--- src/include/gpt_pkg.sv ---
// package: register map, field positions, reset values and shared types of the timer
package gpt_pkg;
    // register byte offsets (apb word aligned)
    localparam logic [11:0] GPT_CFG_OFF = 12'h000;
    localparam logic [11:0] GPT_LMODE_OFF = 12'h004;
    localparam logic [11:0] GPT_HMODE_OFF = 12'h008;
    localparam logic [11:0] GPT_CTL_OFF = 12'h00C;
    localparam logic [11:0] GPT_IMR_OFF = 12'h018;
    localparam logic [11:0] GPT_RIS_OFF = 12'h01C;
    localparam logic [11:0] GPT_MIS_OFF = 12'h020;
    localparam logic [11:0] GPT_ICR_OFF = 12'h024;
    localparam logic [11:0] GPT_LLOAD_OFF = 12'h028;
    localparam logic [11:0] GPT_HLOAD_OFF = 12'h02C;
    localparam logic [11:0] GPT_LMATCH_OFF = 12'h030;
    localparam logic [11:0] GPT_LPRE_OFF = 12'h038;
    localparam logic [11:0] GPT_HPRE_OFF = 12'h03C;
    localparam logic [11:0] GPT_LCNT_OFF = 12'h048;
    localparam logic [11:0] GPT_HCNT_OFF = 12'h04C;
    // configuration encodings
    localparam logic [2:0] GPT_CFG_32_TIMER = 3'h0;
    localparam logic [2:0] GPT_CFG_32_RTC = 3'h1;
    // mode field encodings
    localparam logic [1:0] GPT_MODE_ONESHOT = 2'h1;
    localparam logic [1:0] GPT_MODE_PERIODIC = 2'h2;
    // control register bit positions
    localparam int GPT_CTL_EN = 0;
    localparam int GPT_CTL_STALL = 1;
    localparam int GPT_CTL_RTC_RUN_ENABLE = 4;
    localparam int GPT_CTL_OTE = 5;
    localparam int GPT_CTL_HSTALL = 9;
    // status bit positions
    localparam int GPT_ST_TO = 0;
    localparam int GPT_ST_RTC = 3;
    // reset values
    localparam logic [15:0] GPT_HALF_RST = 16'hFFFF;
    localparam logic [7:0] GPT_PRE_RST = 8'h00;
    localparam logic [31:0] GPT_RTC_START = 32'h0000_0001;
    // rtc divider: 32.768 khz reference edges per 1 hz tick
    localparam int GPT_REF_HZ = 32768;
    localparam int GPT_TICK_HZ = 1;
    localparam logic [15:0] GPT_RTC_DIV = 16'(GPT_REF_HZ / GPT_TICK_HZ);
    // apb request carrier
    typedef struct packed {
        logic wr;
        logic rd;
        logic [11:0] addr;
        logic [31:0] wdata;
    } gpt_req_t;
    // status flag pair
    typedef struct packed {
        logic rtc;
        logic to;
    } gpt_flags_t;
endpackage

--- src/rtl/gpt_sync.sv ---
// two-stage synchroniser for asynchronous inputs
module gpt_sync import gpt_pkg::*; (
    input wire logic pclk,
    input wire logic presetn,
    input wire logic d_in,
    output logic q_out
);
    logic meta_reg; // first stage, read only by the second stage
    // two flops before any logic sees the level
    always_ff @(posedge pclk or negedge presetn) begin
        if (!presetn) begin
            meta_reg <= 1'b0;
            q_out <= 1'b0;
        end else begin
            meta_reg <= d_in;
            q_out <= meta_reg;
        end
    end
endmodule

--- src/rtl/gpt_timer.sv ---
// general-purpose 32-bit timer: one-shot/periodic down-counter and rtc up-counter on apb
//
// Operation
// - reset leaves timer idle, controls cleared
// - reset loads both halves and loads with ones
// - reset clears both prescale registers
// - config 0 timer, config 1 rtc
// - 32-bit configs use halves as one timer
// - 32-bit load write fills both halves
// - 32-bit count read joins both halves
// - low mode field picks oneshot or periodic
// - enable starts down-count, reload after zero
// - oneshot stops and clears enable at zero
// - timeout raw flag held until cleared
// - masked timeout flag follows raw when enabled
// - adc trigger pulse at zero when enabled
// - load rewrite takes effect next cycle
// - stall bit freezes down-count during debug halt
// - rtc starts at one, then counts up on each 1 hz tick
// - rtc rolls to zero at match, continues
// - rtc match sets raw, masked flags; clear both
// - rtc never freezes during debug halt
//
// The placing of the registers and register access over APB were decided locally.
module gpt_timer import gpt_pkg::*; (
    input wire logic pclk,
    input wire logic presetn,
    input wire logic psel,
    input wire logic penable,
    input wire logic pwrite,
    input wire logic [11:0] paddr,
    input wire logic [31:0] pwdata,
    output logic [31:0] prdata,
    output logic pready,
    output logic pslverr,
    input wire logic debug_halt,
    input wire logic capture_pin_0,
    output logic irq_out,
    output logic adc_trigger
);
    ////////////////////////////////////////////////////////////////////////////
    // registers and state
    logic [2:0] timer_config_reg; // configuration
    logic [1:0] low_half_mode_reg; // low half mode field
    logic [1:0] high_half_mode_reg; // high half mode field, unused in 32-bit
    logic [15:0] timer_control_reg; // control bits
    logic [15:0] low_interval_load; // low load half
    logic [15:0] high_interval_load; // high load half
    logic [31:0] low_match_value; // rtc match
    logic [7:0] low_prescale; // low prescale, storage only
    logic [7:0] high_prescale; // high prescale, storage only
    logic [31:0] count_reg; // joined counter halves
    logic [1:0] irq_mask_reg; // {rtc, timeout}
    gpt_flags_t raw_irq_status; // sticky raw flags
    logic [15:0] div_reg; // rtc reference divider
    logic rtc_armed_reg; // rtc start value already taken
    logic load_pend_reg; // interval load rewritten
    logic ref_sync; // synchronised reference clock
    logic ref_prev_reg; // previous reference level
    gpt_req_t req; // bus request this cycle
    gpt_flags_t masked_irq_status; // mask gated flags
    logic running; // counter enabled
    logic is_rtc; // rtc configuration
    logic stalled; // frozen by debug halt
    logic at_zero; // down-count reached zero
    logic ref_rise; // reference clock edge
    logic rtc_tick; // 1 hz tick
    logic rtc_hit; // rtc count equals match
    logic halt_sync; // synchronised debug halt

    ////////////////////////////////////////////////////////////////////////////
    // input synchronisers
    gpt_sync u_sync_ref (
        .pclk(pclk),
        .presetn(presetn),
        .d_in(capture_pin_0),
        .q_out(ref_sync)
    );
    gpt_sync u_sync_halt (
        .pclk(pclk),
        .presetn(presetn),
        .d_in(debug_halt),
        .q_out(halt_sync)
    );

    ////////////////////////////////////////////////////////////////////////////
    // decode
    // an access is taken in the access phase; zero wait states
    always_comb begin
        req.wr = psel && penable && pwrite;
        req.rd = psel && penable && !pwrite;
        req.addr = paddr;
        req.wdata = pwdata;
    end

    assign is_rtc = (timer_config_reg == GPT_CFG_32_RTC);
    assign running = timer_control_reg[GPT_CTL_EN];
    // rtc never freezes; the stall applies to the down-counter only
    assign stalled = !is_rtc && halt_sync &&
        (timer_control_reg[GPT_CTL_STALL] || timer_control_reg[GPT_CTL_HSTALL]);
    assign at_zero = running && !is_rtc && !stalled && (count_reg == 32'h0000_0000);
    assign ref_rise = ref_sync && !ref_prev_reg;
    assign rtc_tick = ref_rise && (div_reg == GPT_RTC_DIV - 16'h0001);
    assign rtc_hit = running && is_rtc && rtc_tick && (count_reg == low_match_value);
    assign masked_irq_status = raw_irq_status & irq_mask_reg;

    ////////////////////////////////////////////////////////////////////////////
    // apb answer: always ready, unmapped reads zero, no error
    always_ff @(posedge pclk or negedge presetn) begin
        if (!presetn) begin
            pready <= 1'b0;
            pslverr <= 1'b0;
        end else begin
            pready <= psel && !penable;
            pslverr <= 1'b0;
        end
    end
    // read data registered in the setup phase so it stands during access
    always_ff @(posedge pclk or negedge presetn) begin
        if (!presetn) begin
            prdata <= 32'h0000_0000;
        end else if (psel && !penable && !pwrite) begin
            case (paddr)
                GPT_CFG_OFF: prdata <= {29'h0000_0000, timer_config_reg};
                GPT_LMODE_OFF: prdata <= {30'h0000_0000, low_half_mode_reg};
                GPT_HMODE_OFF: prdata <= {30'h0000_0000, high_half_mode_reg};
                GPT_CTL_OFF: prdata <= {16'h0000, timer_control_reg};
                GPT_IMR_OFF: prdata <= {28'h0000_000, irq_mask_reg[1], 2'h0, irq_mask_reg[0]};
                GPT_RIS_OFF: prdata <= {28'h0000_000, raw_irq_status.rtc, 2'h0, raw_irq_status.to};
                GPT_MIS_OFF: prdata <= {28'h0000_000, masked_irq_status.rtc, 2'h0, masked_irq_status.to};
                GPT_LLOAD_OFF: prdata <= {high_interval_load, low_interval_load};
                GPT_HLOAD_OFF: prdata <= {16'h0000, high_interval_load};
                GPT_LMATCH_OFF: prdata <= low_match_value;
                GPT_LPRE_OFF: prdata <= {24'h00_0000, low_prescale};
                GPT_HPRE_OFF: prdata <= {24'h00_0000, high_prescale};
                GPT_LCNT_OFF: prdata <= count_reg;
                GPT_HCNT_OFF: prdata <= {16'h0000, count_reg[31:16]};
                default: prdata <= 32'h0000_0000;
            endcase
        end
    end

    ////////////////////////////////////////////////////////////////////////////
    // configuration and mode registers
    always_ff @(posedge pclk or negedge presetn) begin
        if (!presetn) begin
            timer_config_reg <= 3'h0;
            low_half_mode_reg <= 2'h0;
            high_half_mode_reg <= 2'h0;
            irq_mask_reg <= 2'h0;
            low_match_value <= 32'hFFFF_FFFF;
            low_prescale <= GPT_PRE_RST;
            high_prescale <= GPT_PRE_RST;
        end else if (req.wr) begin
            case (req.addr)
                GPT_CFG_OFF: timer_config_reg <= req.wdata[2:0];
                GPT_LMODE_OFF: low_half_mode_reg <= req.wdata[1:0];
                GPT_HMODE_OFF: high_half_mode_reg <= req.wdata[1:0];
                GPT_IMR_OFF: irq_mask_reg <= {req.wdata[GPT_ST_RTC], req.wdata[GPT_ST_TO]};
                GPT_LMATCH_OFF: low_match_value <= req.wdata;
                GPT_LPRE_OFF: low_prescale <= req.wdata[7:0];
                GPT_HPRE_OFF: high_prescale <= req.wdata[7:0];
                default: ;
            endcase
        end
    end

    ////////////////////////////////////////////////////////////////////////////
    // control register; hardware clears enable at one-shot end
    always_ff @(posedge pclk or negedge presetn) begin
        if (!presetn) begin
            timer_control_reg <= 16'h0000;
        end else if (req.wr && req.addr == GPT_CTL_OFF) begin
            timer_control_reg <= req.wdata[15:0];
        end else if (at_zero && low_half_mode_reg == GPT_MODE_ONESHOT) begin
            timer_control_reg[GPT_CTL_EN] <= 1'b0;
        end
    end

    ////////////////////////////////////////////////////////////////////////////
    // interval load; a 32-bit write fills both halves
    always_ff @(posedge pclk or negedge presetn) begin
        if (!presetn) begin
            low_interval_load <= GPT_HALF_RST;
            high_interval_load <= GPT_HALF_RST;
            load_pend_reg <= 1'b0;
        end else begin
            load_pend_reg <= 1'b0;
            if (req.wr && req.addr == GPT_LLOAD_OFF) begin
                low_interval_load <= req.wdata[15:0];
                high_interval_load <= req.wdata[31:16];
                load_pend_reg <= 1'b1;
            end else if (req.wr && req.addr == GPT_HLOAD_OFF) begin
                high_interval_load <= req.wdata[15:0];
            end
        end
    end

    ////////////////////////////////////////////////////////////////////////////
    // reference divider and edge detector
    always_ff @(posedge pclk or negedge presetn) begin
        if (!presetn) begin
            ref_prev_reg <= 1'b0;
            div_reg <= 16'h0000;
        end else begin
            ref_prev_reg <= ref_sync;
            if (!(is_rtc && running)) begin
                div_reg <= 16'h0000;
            end else if (ref_rise) begin
                div_reg <= rtc_tick ? 16'h0000 : div_reg + 16'h0001;
            end
        end
    end

    ////////////////////////////////////////////////////////////////////////////
    // the joined counter; halves act only as one 32-bit timer
    always_ff @(posedge pclk or negedge presetn) begin
        if (!presetn) begin
            count_reg <= {GPT_HALF_RST, GPT_HALF_RST};
            rtc_armed_reg <= 1'b0;
        end else if (is_rtc) begin
            if (!rtc_armed_reg) begin
                count_reg <= GPT_RTC_START;
                rtc_armed_reg <= 1'b1;
            end else if (rtc_hit) begin
                count_reg <= 32'h0000_0000;
            end else if (running && rtc_tick) begin
                count_reg <= count_reg + 32'h0000_0001;
            end
        end else begin
            rtc_armed_reg <= 1'b0; // next rtc selection starts at one again
            if (load_pend_reg) begin
                count_reg <= {high_interval_load, low_interval_load};
            end else if (at_zero) begin
                count_reg <= {high_interval_load, low_interval_load};
            end else if (running && !stalled) begin
                count_reg <= count_reg - 32'h0000_0001;
            end
        end
    end

    ////////////////////////////////////////////////////////////////////////////
    // sticky status; a set in the clearing cycle wins
    always_ff @(posedge pclk or negedge presetn) begin
        if (!presetn) begin
            raw_irq_status <= '0;
        end else begin
            if (at_zero) begin
                raw_irq_status.to <= 1'b1;
            end else if (req.wr && req.addr == GPT_ICR_OFF && req.wdata[GPT_ST_TO]) begin
                raw_irq_status.to <= 1'b0;
            end
            if (rtc_hit) begin
                raw_irq_status.rtc <= 1'b1;
            end else if (req.wr && req.addr == GPT_ICR_OFF && req.wdata[GPT_ST_RTC]) begin
                raw_irq_status.rtc <= 1'b0;
            end
        end
    end

    ////////////////////////////////////////////////////////////////////////////
    // interrupt and adc trigger outputs
    always_ff @(posedge pclk or negedge presetn) begin
        if (!presetn) begin
            irq_out <= 1'b0;
            adc_trigger <= 1'b0;
        end else begin
            irq_out <= |masked_irq_status;
            adc_trigger <= at_zero && timer_control_reg[GPT_CTL_OTE];
        end
    end

    ////////////////////////////////////////////////////////////////////////////
    // assertions
    chk_oneshot_stop: assert property (@(posedge pclk) disable iff (!presetn)
        at_zero && low_half_mode_reg == GPT_MODE_ONESHOT && !(req.wr && req.addr == GPT_CTL_OFF)
        |=> !timer_control_reg[GPT_CTL_EN]) else $error("one-shot did not stop");
    chk_zero_reload: assert property (@(posedge pclk) disable iff (!presetn)
        at_zero && !load_pend_reg |=> count_reg == {$past(high_interval_load), $past(low_interval_load)})
        else $error("no reload after zero");
    chk_timeout_set: assert property (@(posedge pclk) disable iff (!presetn)
        at_zero |=> raw_irq_status.to) else $error("timeout flag not set");
    chk_timeout_hold: assert property (@(posedge pclk) disable iff (!presetn)
        raw_irq_status.to && !(req.wr && req.addr == GPT_ICR_OFF) |=> raw_irq_status.to)
        else $error("timeout flag lost");
    chk_adc_pulse: assert property (@(posedge pclk) disable iff (!presetn)
        adc_trigger |-> $past(at_zero) && $past(timer_control_reg[GPT_CTL_OTE]))
        else $error("adc trigger without cause");
    chk_irq_out: assert property (@(posedge pclk) disable iff (!presetn)
        ##1 irq_out == $past(|masked_irq_status)) else $error("interrupt mismatch");
    chk_load_take: assert property (@(posedge pclk) disable iff (!presetn)
        load_pend_reg && !is_rtc |=> count_reg == {$past(high_interval_load), $past(low_interval_load)})
        else $error("load rewrite not taken");
    chk_stall_hold: assert property (@(posedge pclk) disable iff (!presetn)
        stalled && !load_pend_reg |=> $stable(count_reg)) else $error("counter moved while stalled");
    chk_rtc_roll: assert property (@(posedge pclk) disable iff (!presetn)
        rtc_hit && rtc_armed_reg |=> count_reg == 32'h0000_0000 && raw_irq_status.rtc)
        else $error("rtc did not roll over");
    chk_rtc_start: assert property (@(posedge pclk) disable iff (!presetn)
        is_rtc && !rtc_armed_reg |=> count_reg == GPT_RTC_START) else $error("rtc start not one");
    chk_rtc_nostall: assert property (@(posedge pclk) disable iff (!presetn)
        is_rtc |-> !stalled) else $error("rtc stalled");
    cov_oneshot: cover property (@(posedge pclk) disable iff (!presetn)
        at_zero && low_half_mode_reg == GPT_MODE_ONESHOT);
    cov_periodic: cover property (@(posedge pclk) disable iff (!presetn)
        at_zero ##[1:40] at_zero);
    cov_rtc_match: cover property (@(posedge pclk) disable iff (!presetn) rtc_hit);
    cov_stall: cover property (@(posedge pclk) disable iff (!presetn) stalled && running);
endmodule

--- config.mk ---
export PLATFORM = sky130hd
export DESIGN_NAME = gpt_timer
export DESIGN_NICKNAME = d
export VERILOG_FILES = /design/src/include/gpt_pkg.sv /design/src/rtl/gpt_sync.sv /design/src/rtl/gpt_timer.sv
export SDC_FILE = /design/constraint.sdc
export NUM_CORES = 1
export LEC_CHECK = 0
export ABC_AREA = 1
export BUFFER_PORTS_ARGS = -buffer_cell sky130_fd_sc_hd__buf_4
export CORE_UTILIZATION = 50
export CTS_BUF_LIST = sky130_fd_sc_hd__clkbuf_2 sky130_fd_sc_hd__clkbuf_4 sky130_fd_sc_hd__clkbuf_8
export CTS_CLUSTER_SIZE = 40
export DETAILED_ROUTE_END_ITERATION = 12
export PLACE_DENSITY = 0.77
export SLEW_MARGIN = 10
export SYNTH_ARGS = -nofsm -noshare
export SYNTH_HDL_FRONTEND = slang
export SYNTH_SLANG_ARGS = --single-unit
--- constraint.sdc ---
create_clock -name pclk -period 2.25 [get_ports pclk]
set_clock_uncertainty 0.2 [all_clocks]
set_input_delay 0.1125 -clock pclk [delete_from_list [all_inputs] [get_ports pclk]]
set_output_delay 0.1125 -clock pclk [all_outputs]
set_load 0.01 [all_outputs]
==> metrics.yaml <==
floorplanning:
  die_x_um: 157.1
  pin_count: 87
  coreArea_um2: 23540
  die_h_um: 157.1
  row_count: 56
  die_area_um2: 24670
  start_util: 0.5108
timing:
  fmax_mhz: 442.6
  fin_crit_sh: 1.004
  setup_viol: 2
  period_minus_slack_ps: 2259
  slew_violations: 0
  slew_headroom: 0.2281
  worst_slew_pin_slew_ps: 1158
  hold_slack_ps: 23.45
  fin_tns_setup_ps: -15.24
  worst_slack_ps: -9.408
  rsz0062_at_grt: "true"
  hold_viol_final: 0
clocking:
  cts_tree: "built"
  h-tree-depth: 4
  cts_buffers: 17
  clock_latency_ps: 500
  clock-sinks: 197
  cts_root_buffer: "clkbuf_8"
  ctsLongestPathBuffers: 2
  clkSlewWorstSetupHoldPaths_ps: 140
grt:
  antenna_found_initial: 1
  grt_overflow: 0
  grt_pass1_vias: 11700
  grt_pass1_wl_mm: 67.65
  grt_max_degree: 55
  grt_usage: 0.3697
logic_synthesis:
  synth-seq-cells: 197
  synth.largest_area_cell: "dfrtp_1"
  netlist_top_cells_area: "dfrtp_1 (21%), dfstp_2 (21%), nand2_1 (18%)"
  synth_ff_type: "dfrtp_1"
  syn-num-nets: 1728
  synth.top_cell.area_share: 0.2102
  yosys_warnings: 0
  syn_inst: 1674
  ys_seq_area_frac: 0.4199
  netlist_area_um2: 12030
  synth_area_per_cell_um2: 7.184
  synth-async-reset-ratio: 1.000
  synth_cell_types: 44
  synth_edf_count: 0
power_and_ir_drop:
  ir_worst_vdd_uv: 403.4
  leakage_nw: 7.210
  p_per_area_nw_per_um2: 556.5
placement:
  place_ws_ps: -0.4619
  gp_congestion: 1.030
  hpwlAfterDp_mm: 32.18
  port_buffers: 85
  placed_area_um2: 13660
critical_path:
  crit_fanout: 9
  required_ps: 2470
  criticalPathCategory: "register to register"
  critPathMaxStageDelay_ps: 740
  r2r_cells: 13
  end_kind: "register"
  startpoint_type: "register"
  cp_slowest_cell: "dfstp_2"
  path_cells: "nor2_1 > nand2_1 > nor2_1 > nand3_2 > inv_2 > a21oi_4 > buf_12 > clkbuf_16 > nand3_1 > nand3_1 > nand2_1 > nand2_1 > nand2_1"
  path_common_cell: "nand2_1"
  worstPathArrival_ps: 2480
drt:
  viasPerCell: 5.767
  wl_per_cell_um: 20.51
  drc: 0
  wl_met3_mm: 5.198
  ant_nets: 0
  met1_length_mm: 18.43
  vias: 12770
  dr.first_iter.drc_count: 1512
  dr.pass1.iters: 6
  top_layer: "met5"
  wl_met2_mm: 20.19
  wl_mm: 45.41
final_layout:
  final_nets: 1936
  register_area_um2: 5050
  final_cell_mix: "nand2_1 (558), buf_4 (197), inv_1 (146)"
  stdcell_area_um2: 15110
  insertedDiodeCount: 0
  fillers: 2115
  syn2layout_area_growth_pct: 25.64
  drive_above_1_share: 0.2369
  multi_input_area_um2: 6180
  final_common_cell: "nand2_1"
run_status:
  failed_checks: "negative setup slack"
  outcome: "finished, violations left"
hold_path:
  hold_class: "input port to register"
  hold_depth: 6
run:
  drv_cap: 0
==> area by class of cell <==
type                    instances  share of cell area
clock buffers                  17             0.01549
clock inverters                15             0.01358
inverters                     157             0.03942
multi-input cells            1236              0.4090
flip-flops and latches        197              0.3342
well taps                     319             0.02642
repair buffers                273              0.1618
==> where the power goes <==
part / switching, W / internal [W] / leakage, nW / total [W]
clock network: 0.00167 / 0.000910 / 0.219 / 0.00258
registers: 0.0000881 / 0.00362 / 2.38 / 0.00371
logic: 0.00127 / 0.000847 / 4.61 / 0.00211
total: 0.00303 / 0.00538 / 7.21 / 0.00841
==> final timing paths <==
kind                                                      to                           from  slack (ps)
min                        high_half_mode_reg[0]$_DFFE_PN0P_                       paddr[8]          20
max                                count_reg[21]$_DFFE_PN1P_      count_reg[20]$_DFFE_PN1P_          -9
min in group asynchronous    low_match_value[28]$_DFFE_PN1P_                        presetn         240
min reg2reg                       u_sync_ref.q_out$_DFF_PN0_  u_sync_ref.meta_reg$_DFF_PN0_         160
max reg2reg                        count_reg[21]$_DFFE_PN1P_      count_reg[20]$_DFFE_PN1P_          -9
max in group asynchronous            rtc_armed_reg$_DFF_PN0_                        presetn         420
==> metrics by stage <==
stage | utilization | instances | power [W]
4_1_cts | 0.6192 | 2192 | 0.008288
3_5_place_dp | 0.5802 | 2113 | 0.005661
5_1_grt | 0.6417 | 2214 | 0.008750
3_3_place_gp | 0.5802 | 2113 | 0.005652
6_report | 0.6417 | 2214 | 0.008408
2_1_floorplan | - | 1674 | 0.004924
==> cells by family after synthesis <==
logic type	count (synthesis)	share of synthesized area
simple gates	886	0.3102
flops	197	0.4199
mux	10	0.009364
xor+xnor	64	0.04661
compound gates	272	0.1249
fa+ha+maj	3	0.003122
other cells	1	0.0003118
buf+inv	241	0.08563
==> synthesized netlist by cell type, types with 3 or more instances <==
cell type  count
clkbuf_1      29
nor2_2        10
o221ai_1      16
nand3b_1      17
nand4_1       27
buf_2         39
o22ai_1       24
nand3_2        3
ha_1           3
xnor2_1       17
buf_4          6
mux2_2        10
nand2_2        7
nor3_1        17
dfrtp_1      101
inv_1        150
inv_2          7
xor2_1        47
dfstp_2       96
nor3_2         4
nand3_1       82
a21oi_1       51
buf_6          7
o21ai_1       31
nand2_1      563
nor2_1       147
o211ai_1       7
nor2_4         3
o21ai_0      131
==> critical path, delay by kind of cell (launching register included) <==
family | cells | cell delay (ps)
AO/OA/AOI/OAI | 1 | 160
buffers and inverters | 3 | 360
flip-flops | 1 | 740
AND/OR/NAND/NOR | 9 | 720
==> layer usage <==
layer  GRT usage  up-vias
li1            -     5795
met1      0.5232     6058
met2      0.5642      801
met3     0.07957      112
met4      0.1165        2
met5           0        -
==> what timing repair did <==
action,4_1_cts,5_1_grt
endpoints found under the setup margin,3,97
gates resized for setup,3,71
pin swaps,0,20
hold buffers,47,0
buffers inserted,0,14
gates cloned,0,8
hold endpoints to repair,245,0
No activity file was read; power rests on OpenSTA's default activity.
